[src/logic/wdsup_pkg.sv]
// constants shared by the windowed supervisor design
// assumes one 50 MHz clock; the supervisor tick is a prescaled enable
package wdsup_pkg;
    // register indices on the plain register port
    localparam logic [3:0] ADDR_CTRL = 4'h0;
    localparam logic [3:0] ADDR_RELOAD = 4'h1;
    localparam logic [3:0] ADDR_FEED = 4'h2;
    localparam logic [3:0] ADDR_COUNT = 4'h3;
    localparam logic [3:0] ADDR_WARN = 4'h4;
    localparam logic [3:0] ADDR_WINDOW = 4'h5;
    localparam logic [3:0] ADDR_STATUS = 4'h6;
    // control field positions
    localparam int CTRL_EN_BIT = 0;
    localparam int CTRL_RST_BIT = 1;
    localparam int CTRL_PROT_BIT = 2;
    localparam int CTRL_SLEEP_BIT = 3;
    localparam int CTRL_DBGFRZ_BIT = 4;
    localparam int CTRL_WIN_BIT = 5;
    // status field positions
    localparam int STAT_TOF_BIT = 0;
    localparam int STAT_WARN_BIT = 1;
    localparam int STAT_LOCK_BIT = 2;
    // feed keys, written back to back
    localparam logic [7:0] FEED_KEY_A = 8'hAA;
    localparam logic [7:0] FEED_KEY_B = 8'h55;
    // counter widths, limits and reset values
    localparam int CNT_W = 24;
    localparam logic [23:0] CNT_MIN = 24'h0000FF;
    localparam logic [23:0] RELOAD_RST = 24'h0000FF;
    localparam logic [23:0] WINDOW_RST = 24'hFFFFFF;
    localparam logic [9:0] WARN_RST = 10'h000;
    localparam logic [5:0] CTRL_RST = 6'h00;
    // supervisor tick: nominal oscillator rate, and divide-by-4 prescale
    localparam int CLK_HZ = 50000000;
    localparam int TICK_HZ = 500000;
    localparam int TICK_DIV = CLK_HZ / TICK_HZ;
    localparam int PRESCALE = 4;
endpackage

[src/logic/wdsup_tick.sv]
// tick divider: makes the supervisor clock enable and the prescaled count enable
// assumes clk_i is the system clock and rst_n_i is already synchronised
`timescale 1ns/100ps
module wdsup_tick (
    input wire logic clk_i,
    input wire logic rst_n_i,
    input wire logic run_i,
    output logic cnt_en_o
);
    logic [7:0] div_r;
    logic [1:0] pre_r;
    logic tick;

    // supervisor clock enable; the oscillator is modelled as a divider
    assign tick = (div_r == 8'(wdsup_pkg::TICK_DIV - 1));

    always_ff @(posedge clk_i or negedge rst_n_i) begin
        if (!rst_n_i) begin
            div_r <= 8'h00;
        end else if (tick) begin
            div_r <= 8'h00;
        end else begin
            div_r <= div_r + 8'h01;
        end
    end

    // fixed divide-by-4 prescaler; held while frozen
    always_ff @(posedge clk_i or negedge rst_n_i) begin
        if (!rst_n_i) begin
            pre_r <= 2'h0;
            cnt_en_o <= 1'b0;
        end else begin
            cnt_en_o <= 1'b0;
            if (tick && run_i) begin
                pre_r <= pre_r + 2'h1;
                cnt_en_o <= (pre_r == 2'(wdsup_pkg::PRESCALE - 1));
            end
        end
    end
endmodule

[src/logic/wdsup_top.sv]
// windowed watchdog supervisor: counter, feed check, window, warning, lock
// assumes software on the plain register port; chip reset is arst_n_i
//
// Chosen here: the register offsets and strobed register access.
`timescale 1ns/100ps
module wdsup_top (
    input wire logic clk_i,
    input wire logic arst_n_i,
    input wire logic [3:0] addr_i,
    input wire logic [31:0] wdata_i,
    input wire logic wr_i,
    input wire logic rd_i,
    input wire logic sleep_i,
    input wire logic dbg_halt_i,
    input wire logic wd_reset_seen_i,
    output logic [31:0] rdata_o,
    output logic chip_rst_o,
    output logic warn_irq_o
);
    logic rst_s1_r;
    logic rst_n_r;
    logic [5:0] ctrl_r;
    logic [23:0] reload_r;
    logic [23:0] count_r;
    logic [9:0] warn_r;
    logic [23:0] window_r;
    logic tof_r;
    logic warn_flag_r;
    logic key_a_r;
    logic started_r;
    logic cnt_en;
    logic run;
    logic locked;
    logic feed_wr;
    logic feed_ok;
    logic feed_bad;
    logic early;
    logic timeout;
    logic below_warn;
    logic reload_wr_ok;
    logic event_fire;
    logic [23:0] reload_nxt;

    // reset release through two flops; the chip reset itself is async
    always_ff @(posedge clk_i or negedge arst_n_i) begin
        if (!arst_n_i) begin
            rst_s1_r <= 1'b0;
            rst_n_r <= 1'b0;
        end else begin
            rst_s1_r <= 1'b1;
            rst_n_r <= rst_s1_r;
        end
    end

    assign locked = ctrl_r[wdsup_pkg::CTRL_EN_BIT];
    // counting stops in sleep unless enabled for it, and under debug halt when the freeze bit is set
    assign run = started_r && !(sleep_i && !ctrl_r[wdsup_pkg::CTRL_SLEEP_BIT])
        && !(dbg_halt_i && ctrl_r[wdsup_pkg::CTRL_DBGFRZ_BIT]);

    wdsup_tick u_tick (
        .clk_i(clk_i),
        .rst_n_i(rst_n_r),
        .run_i(run),
        .cnt_en_o(cnt_en)
    );

    // feed decode: second key must directly follow the first
    assign feed_wr = wr_i && (addr_i == wdsup_pkg::ADDR_FEED);
    assign feed_ok = feed_wr && key_a_r && (wdata_i[7:0] == wdsup_pkg::FEED_KEY_B);
    assign feed_bad = locked && ((key_a_r && !feed_ok)
        || (feed_wr && !key_a_r && (wdata_i[7:0] != wdsup_pkg::FEED_KEY_A)));
    // an in-sequence feed above the window limit is too early
    assign early = ctrl_r[wdsup_pkg::CTRL_WIN_BIT] && (count_r > window_r);
    assign timeout = started_r && cnt_en && (count_r == 24'h000000);
    assign below_warn = (count_r <= {14'h0000, warn_r});
    // protection opens the reload only once the warning point is passed
    assign reload_wr_ok = !ctrl_r[wdsup_pkg::CTRL_PROT_BIT] || below_warn;
    assign event_fire = timeout || feed_bad || (feed_ok && early && locked);

    // reload below the minimum is raised to it, keeping the 255-count floor
    always_comb begin
        reload_nxt = wdata_i[23:0];
        if (wdata_i[23:0] < wdsup_pkg::CNT_MIN) begin
            reload_nxt = wdsup_pkg::CNT_MIN;
        end
    end

    // feed sequencer state
    always_ff @(posedge clk_i or negedge rst_n_r) begin
        if (!rst_n_r) begin
            key_a_r <= 1'b0;
        end else begin
            key_a_r <= feed_wr && !key_a_r && (wdata_i[7:0] == wdsup_pkg::FEED_KEY_A);
        end
    end

    // control: writable until the enable bit is set; then all bits, enable included, are frozen
    always_ff @(posedge clk_i or negedge rst_n_r) begin
        if (!rst_n_r) begin
            ctrl_r <= wdsup_pkg::CTRL_RST;
        end else if (wr_i && addr_i == wdsup_pkg::ADDR_CTRL && !locked) begin
            ctrl_r <= wdata_i[5:0];
        end else if (wr_i && addr_i == wdsup_pkg::ADDR_CTRL) begin
            ctrl_r <= ctrl_r;
        end
    end

    // reload, warning and window values; warning and window never change once locked
    always_ff @(posedge clk_i or negedge rst_n_r) begin
        if (!rst_n_r) begin
            reload_r <= wdsup_pkg::RELOAD_RST;
            warn_r <= wdsup_pkg::WARN_RST;
            window_r <= wdsup_pkg::WINDOW_RST;
        end else if (wr_i) begin
            if (addr_i == wdsup_pkg::ADDR_RELOAD && reload_wr_ok) begin
                reload_r <= reload_nxt;
            end
            if (addr_i == wdsup_pkg::ADDR_WARN && !locked) begin
                warn_r <= wdata_i[9:0];
            end
            if (addr_i == wdsup_pkg::ADDR_WINDOW && !locked) begin
                window_r <= wdata_i[23:0];
            end
        end
    end

    // down counter: first valid feed once enabled starts it, later feeds reload it unless too early
    always_ff @(posedge clk_i or negedge rst_n_r) begin
        if (!rst_n_r) begin
            count_r <= wdsup_pkg::RELOAD_RST;
            started_r <= 1'b0;
        end else if (feed_ok && !event_fire) begin
            count_r <= reload_r;
            started_r <= locked;
        end else if (cnt_en && count_r != 24'h000000) begin
            count_r <= count_r - 24'h000001;
        end
    end

    // time-out flag: sticky; set wins over a software clear of the same cycle
    always_ff @(posedge clk_i or negedge rst_n_r) begin
        if (!rst_n_r) begin
            tof_r <= 1'b0;
        end else if (event_fire) begin
            tof_r <= 1'b1;
        end else if (wr_i && addr_i == wdsup_pkg::ADDR_STATUS
                     && wdata_i[wdsup_pkg::STAT_TOF_BIT]) begin
            tof_r <= 1'b0;
        end
    end

    // warning flag: set as count meets the point; write-one clears, set wins
    always_ff @(posedge clk_i or negedge rst_n_r) begin
        if (!rst_n_r) begin
            warn_flag_r <= 1'b0;
        end else if (started_r && count_r == {14'h0000, warn_r}) begin
            warn_flag_r <= 1'b1;
        end else if (wr_i && addr_i == wdsup_pkg::ADDR_STATUS
                     && wdata_i[wdsup_pkg::STAT_WARN_BIT]) begin
            warn_flag_r <= 1'b0;
        end
    end

    // outputs: chip reset request only when reset mode selected
    always_ff @(posedge clk_i or negedge rst_n_r) begin
        if (!rst_n_r) begin
            chip_rst_o <= 1'b0;
            warn_irq_o <= 1'b0;
        end else begin
            chip_rst_o <= event_fire && ctrl_r[wdsup_pkg::CTRL_RST_BIT] && locked;
            warn_irq_o <= warn_flag_r;
        end
    end

    // read port; the cause strap lives outside so it survives our own reset
    always_ff @(posedge clk_i or negedge rst_n_r) begin
        if (!rst_n_r) begin
            rdata_o <= 32'h00000000;
        end else if (rd_i) begin
            case (addr_i)
                wdsup_pkg::ADDR_CTRL: rdata_o <= {26'h0000000, ctrl_r};
                wdsup_pkg::ADDR_RELOAD: rdata_o <= {8'h00, reload_r};
                wdsup_pkg::ADDR_COUNT: rdata_o <= {8'h00, count_r};
                wdsup_pkg::ADDR_WARN: rdata_o <= {22'h000000, warn_r};
                wdsup_pkg::ADDR_WINDOW: rdata_o <= {8'h00, window_r};
                wdsup_pkg::ADDR_STATUS: rdata_o <= {28'h0000000, wd_reset_seen_i, locked,
                                                    warn_flag_r, tof_r};
                default: rdata_o <= 32'h00000000;
            endcase
        end else begin
            rdata_o <= 32'h00000000;
        end
    end
endmodule

[config.mk]
export PLATFORM = sky130hd
export DESIGN_NAME = wdsup_top
export DESIGN_NICKNAME = d
export VERILOG_FILES = /design/src/logic/wdsup_pkg.sv /design/src/logic/wdsup_tick.sv /design/src/logic/wdsup_top.sv
export SDC_FILE = /design/constraint.sdc
export NUM_CORES = 1
export LEC_CHECK = 0
export BUFFER_PORTS_ARGS = -buffer_cell sky130_fd_sc_hd__buf_2
export CAP_MARGIN = 10
export CELL_PAD_IN_SITES_DETAIL_PLACEMENT = 1
export CELL_PAD_IN_SITES_GLOBAL_PLACEMENT = 1
export CORE_MARGIN = 4
export CORE_UTILIZATION = 47
export CTS_CLUSTER_SIZE = 40
export DETAILED_ROUTE_END_ITERATION = 7
export PLACE_DENSITY = 0.8
export SETUP_SLACK_MARGIN = 0.5
export SYNTH_ARGS = -nofsm -noshare
export SYNTH_HDL_FRONTEND = slang
export SYNTH_SLANG_ARGS = --single-unit
[constraint.sdc]
create_clock -name clk_i -period 4.45 [get_ports clk_i]
set_clock_uncertainty 0.2 [all_clocks]
set_input_delay 0.2225 -clock clk_i [delete_from_list [all_inputs] [get_ports clk_i]]
set_output_delay 0.2225 -clock clk_i [all_outputs]
set_load 0.05 [all_outputs]
==> impl_metrics.csv <==
group,metric,value,unit
status,result_of_the_run,"finished, final reports clean",
critical_path,ff2ff_setup_slack,1.03,ns
floorplanning,die_area,0.01636,mm^2
logic_synthesis,netlist.top_cell.by_area,"sky130_fd_sc_hd__dfrtp_1",
cells_and_area,fin_util,58.36,%
detailed_routing,totalWireLength,20.24,mm
critical_path,timing.rr.start,"count_r[20]$_DFFE_PN0P_",
timing,fin_setup_tns,0,ns
flow_run,cap_violations,0,
timing,rsz0062_at_grt,"false",
placement,dp_slack,1.120,ns
critical_path,worst_path_max_delay_cell,"sky130_fd_sc_hd__or4_1",
logic_synthesis,synth-seq-cells,131,
floorplanning,fp.dieH,127.9,um
logic_synthesis,synth.yosys.seq_area_share,49.25,%
floorplanning,placementRows,43,
global_routing,number_of_global_route_vias_before_repair,6171,
critical_path,path_buf_inv,0,
cts,path_clk_slew,0.06,ns
logic_synthesis,postSynth.asyncResetShare,100.0,%
critical_path,worstPathCellList,"nor4_2 -> nand4_2 -> or4_1 -> nand2_1 -> a31oi_2 -> nor2_4 -> mux2_2",
placement,hpwl,13.17,mm
critical_path,worstSetupStartpoint,"count_r[20]$_DFFE_PN0P_",
logic_synthesis,synth_top_area_share,33.70,%
timing,max_freq,0.2920,GHz
critical_path,timing.setup.critical_path_class,"flop to flop",
floorplanning,effective_utilization_at_floorplan,48.31,%
global_routing,number_of_antenna_violations_at_the_first_check_in_global_routing,0,
detailed_routing,wl_per_cell,22.77,um
logic_synthesis,post_synth_top_flop,"sky130_fd_sc_hd__dfrtp_1",
detailed_routing,drt.antenna.violating_nets,0,
logic_synthesis,post_synth_num_cell_types,50,
timing,maxSlewHeadroom,29.09,%
critical_path,startpoint_type,"flop",
floorplanning,floorplan.io_pins,77,
cells_and_area,antenna-diode-count,0,
logic_synthesis,syn_avg_cell_area,11.40,um^2
cts,cts_inserted_buffers,17,
global_routing,gr-usage-all-layers,25.89,%
logic_synthesis,synth.cell_area,0.006758,mm^2
worst_hold_path,timing.hold.worst.class,"input pin to flop",
timing,clock_period_minus_final_worst_setup_slack,3.425,ns
cells_and_area,drive_above_1_share,33.00,%
timing,setup_ws,1.025,ns
global_routing,gr-total-overflow,0,
pwr,pwr_density_cell,353.9,mW/mm^2
global_routing,grt_pass1_wl,32.84,mm
critical_path,cp.depth,7,
detailed_routing,first_iter_violations,337,
logic_synthesis,syn-instance-count,593,
timing,worst_pin_slew,1.061,ns
cts,clock-sinks,131,
logic_synthesis,synth.area.top_cells,"sky130_fd_sc_hd__dfrtp_1 34%, sky130_fd_sc_hd__dfstp_2 16%, sky130_fd_sc_hd__mux2_2 13%",
detailed_routing,drc,0,
logic_synthesis,yosysWarningCount,0,
floorplanning,chipWidth,127.9,um
detailed_routing,drtPass1Iterations,5,
detailed_routing,via_count,5375,
critical_path,timing.critical_path.slowest_cell_delay,0.66,ns
cells_and_area,mostFrequentLayoutCells,"90 x sky130_fd_sc_hd__dfrtp_1, 79 x sky130_fd_sc_hd__mux2_2, 60 x sky130_fd_sc_hd__buf_2, 40 x sky130_fd_sc_hd__dfstp_2, 38 x sky130_fd_sc_hd__inv_1",
critical_path,critical_path.endpoint_type,"flop",
placement,routabilityCongestion,0.8735,
critical_path,critPathCapture,"reload_r[21]$_DFFE_PN0P_",
critical_path,cp_data_required_time,4.55,ns
cts,tritoncts,"done",
critical_path,crit-reg2reg-capture,"reload_r[21]$_DFFE_PN0P_",
timing,fin_crit_sh,76.96,%
cts,ctsRootBufferMaster,"sky130_fd_sc_hd__clkbuf_16",
cts,post_cts_buffers,0,
cells_and_area,layout_commonest_cell,"sky130_fd_sc_hd__dfrtp_1",
timing,setup_violations,0,
pwr,vdd_ir_max,0.0003317,V
placement,io_buffers,60,
cts,insertion_delay,0.43,ns
worst_hold_path,holdCritStartpoint,"dbg_halt_i",
critical_path,critical_path.max_fanout,19,
pwr,total_leakage_power,3.714,nW
cts,cts_max_level,4,
timing,final_hold_viol_count,0,
critical_path,critical_path.top_delay_family,"simple AND/OR/NAND/NOR gates",
timing,hold_ws,0.1255,ns
logic_synthesis,synth-edff-count,0,
global_routing,largest_net_degree_at_the_start_of_global_routing,81,
timing,report.final.slew_viol_count,0,
floorplanning,core-area,0.01399,mm^2
critical_path,rr_worst_depth,7,
critical_path,worstPathArrival,3.53,ns
cells_and_area,design.final.nets,776,
cts,cts_buffer_depth,2,
cells_and_area,syn2layout_area_growth,20.81,%
detailed_routing,viasPerCell,6.046,
## worst reg2reg max path, stage by stage (launching register included)
cell,delay [ns]
sky130_fd_sc_hd__dfrtp_1,0.46
sky130_fd_sc_hd__nor4_2,0.50
sky130_fd_sc_hd__nand4_2,0.25
sky130_fd_sc_hd__or4_1,0.66
sky130_fd_sc_hd__nand2_1,0.12
sky130_fd_sc_hd__a31oi_2,0.07
sky130_fd_sc_hd__nor2_4,0.62
sky130_fd_sc_hd__mux2_2,0.42
## per-layer routing
layer  part of all wire, %  GRT usage [%]  vias up
li1                      -              -     2386
met1                    40          30.50     2791
met2                    52          45.81      148
met3                   4.1          4.792       50
met4                   3.4          11.67        0
met5                     0              0        -
## report_power, final
group          total (mW)  internal, mW  leakage (nW)  switching [mW]
Combinational       0.209        0.0944          1.82           0.115
Clock                1.34         0.799         0.261           0.544
Sequential           1.34          1.27          1.63          0.0657
## cells by family after synthesis
group	Yosys count	synth area share (%)
xor+xnor	25	3.240
buf+inv	63	4.073
flops	131	49.25
other cells	2	0.1111
simple gates	150	12.07
fa+ha+maj	37	6.851
compound gates	104	10.94
mux	81	13.46
## repair_timing
item | in CTS | in global routing
hold endpoints to repair | 70 | 0
gates resized for setup | 0 | 0
hold buffers | 30 | 0
## worst min-delay path by stage
| stage | to | slack (ns) | cells past startpoint |
|---|---|---|---|
| finish | u_tick.pre_r[0]$_DFFE_PN0P_ | 0.13 | 4 |
| global placement | rst_s1_r$_DFF_PN0_ | -0.19 | 1 |
| detailed placement | rst_s1_r$_DFF_PN0_ | -0.19 | 1 |
| CTS | ctrl_r[0]$_DFFE_PN0P_ | 0.11 | 5 |
| floorplan | rst_n_r$_DFF_PN0_ | -0.27 | 0 |
| global route | u_tick.pre_r[0]$_DFFE_PN0P_ | 0.15 | 4 |
## flip-flops by register name, summed over array words and instances (netlist names), 2 cells and up
| name | flops |
|---|---|
| count_r | 24 |
| ctrl_r | 6 |
| rdata_o | 24 |
| reload_r | 24 |
| u_tick.div_r | 8 |
| u_tick.pre_r | 2 |
| warn_r | 10 |
| window_r | 24 |
## cell usage after synthesis, drive strengths merged (15+ instances only)
cell and n:
nor2 30, nand3 16, dfrtp 91, dfstp 40, a22oi 24, mux2 79
ha 37, o21ai 15, a21oi 23, inv 38, nor3 17, nand2 29
## through the flow
step                power, mW  area, um^2  std cells
finish                  2.889        8164        889
global placement        1.526        7268        826
detailed placement      1.541        7268        826
CTS                     2.901        8137        888
global route            2.997        8164        889
floorplan               1.461        6785        600
## layout make-up
cell class	instances	area, um^2
clock buffer	21	460.4
clock inverter	11	107.6
fill	1487	5824
inverter	38	142.6
multi-input combinational	406	3186
sequential	131	3332
tap	180	225.2
timing repair buffer	102	710.7
No activity file was read; power rests on OpenSTA's default activity.
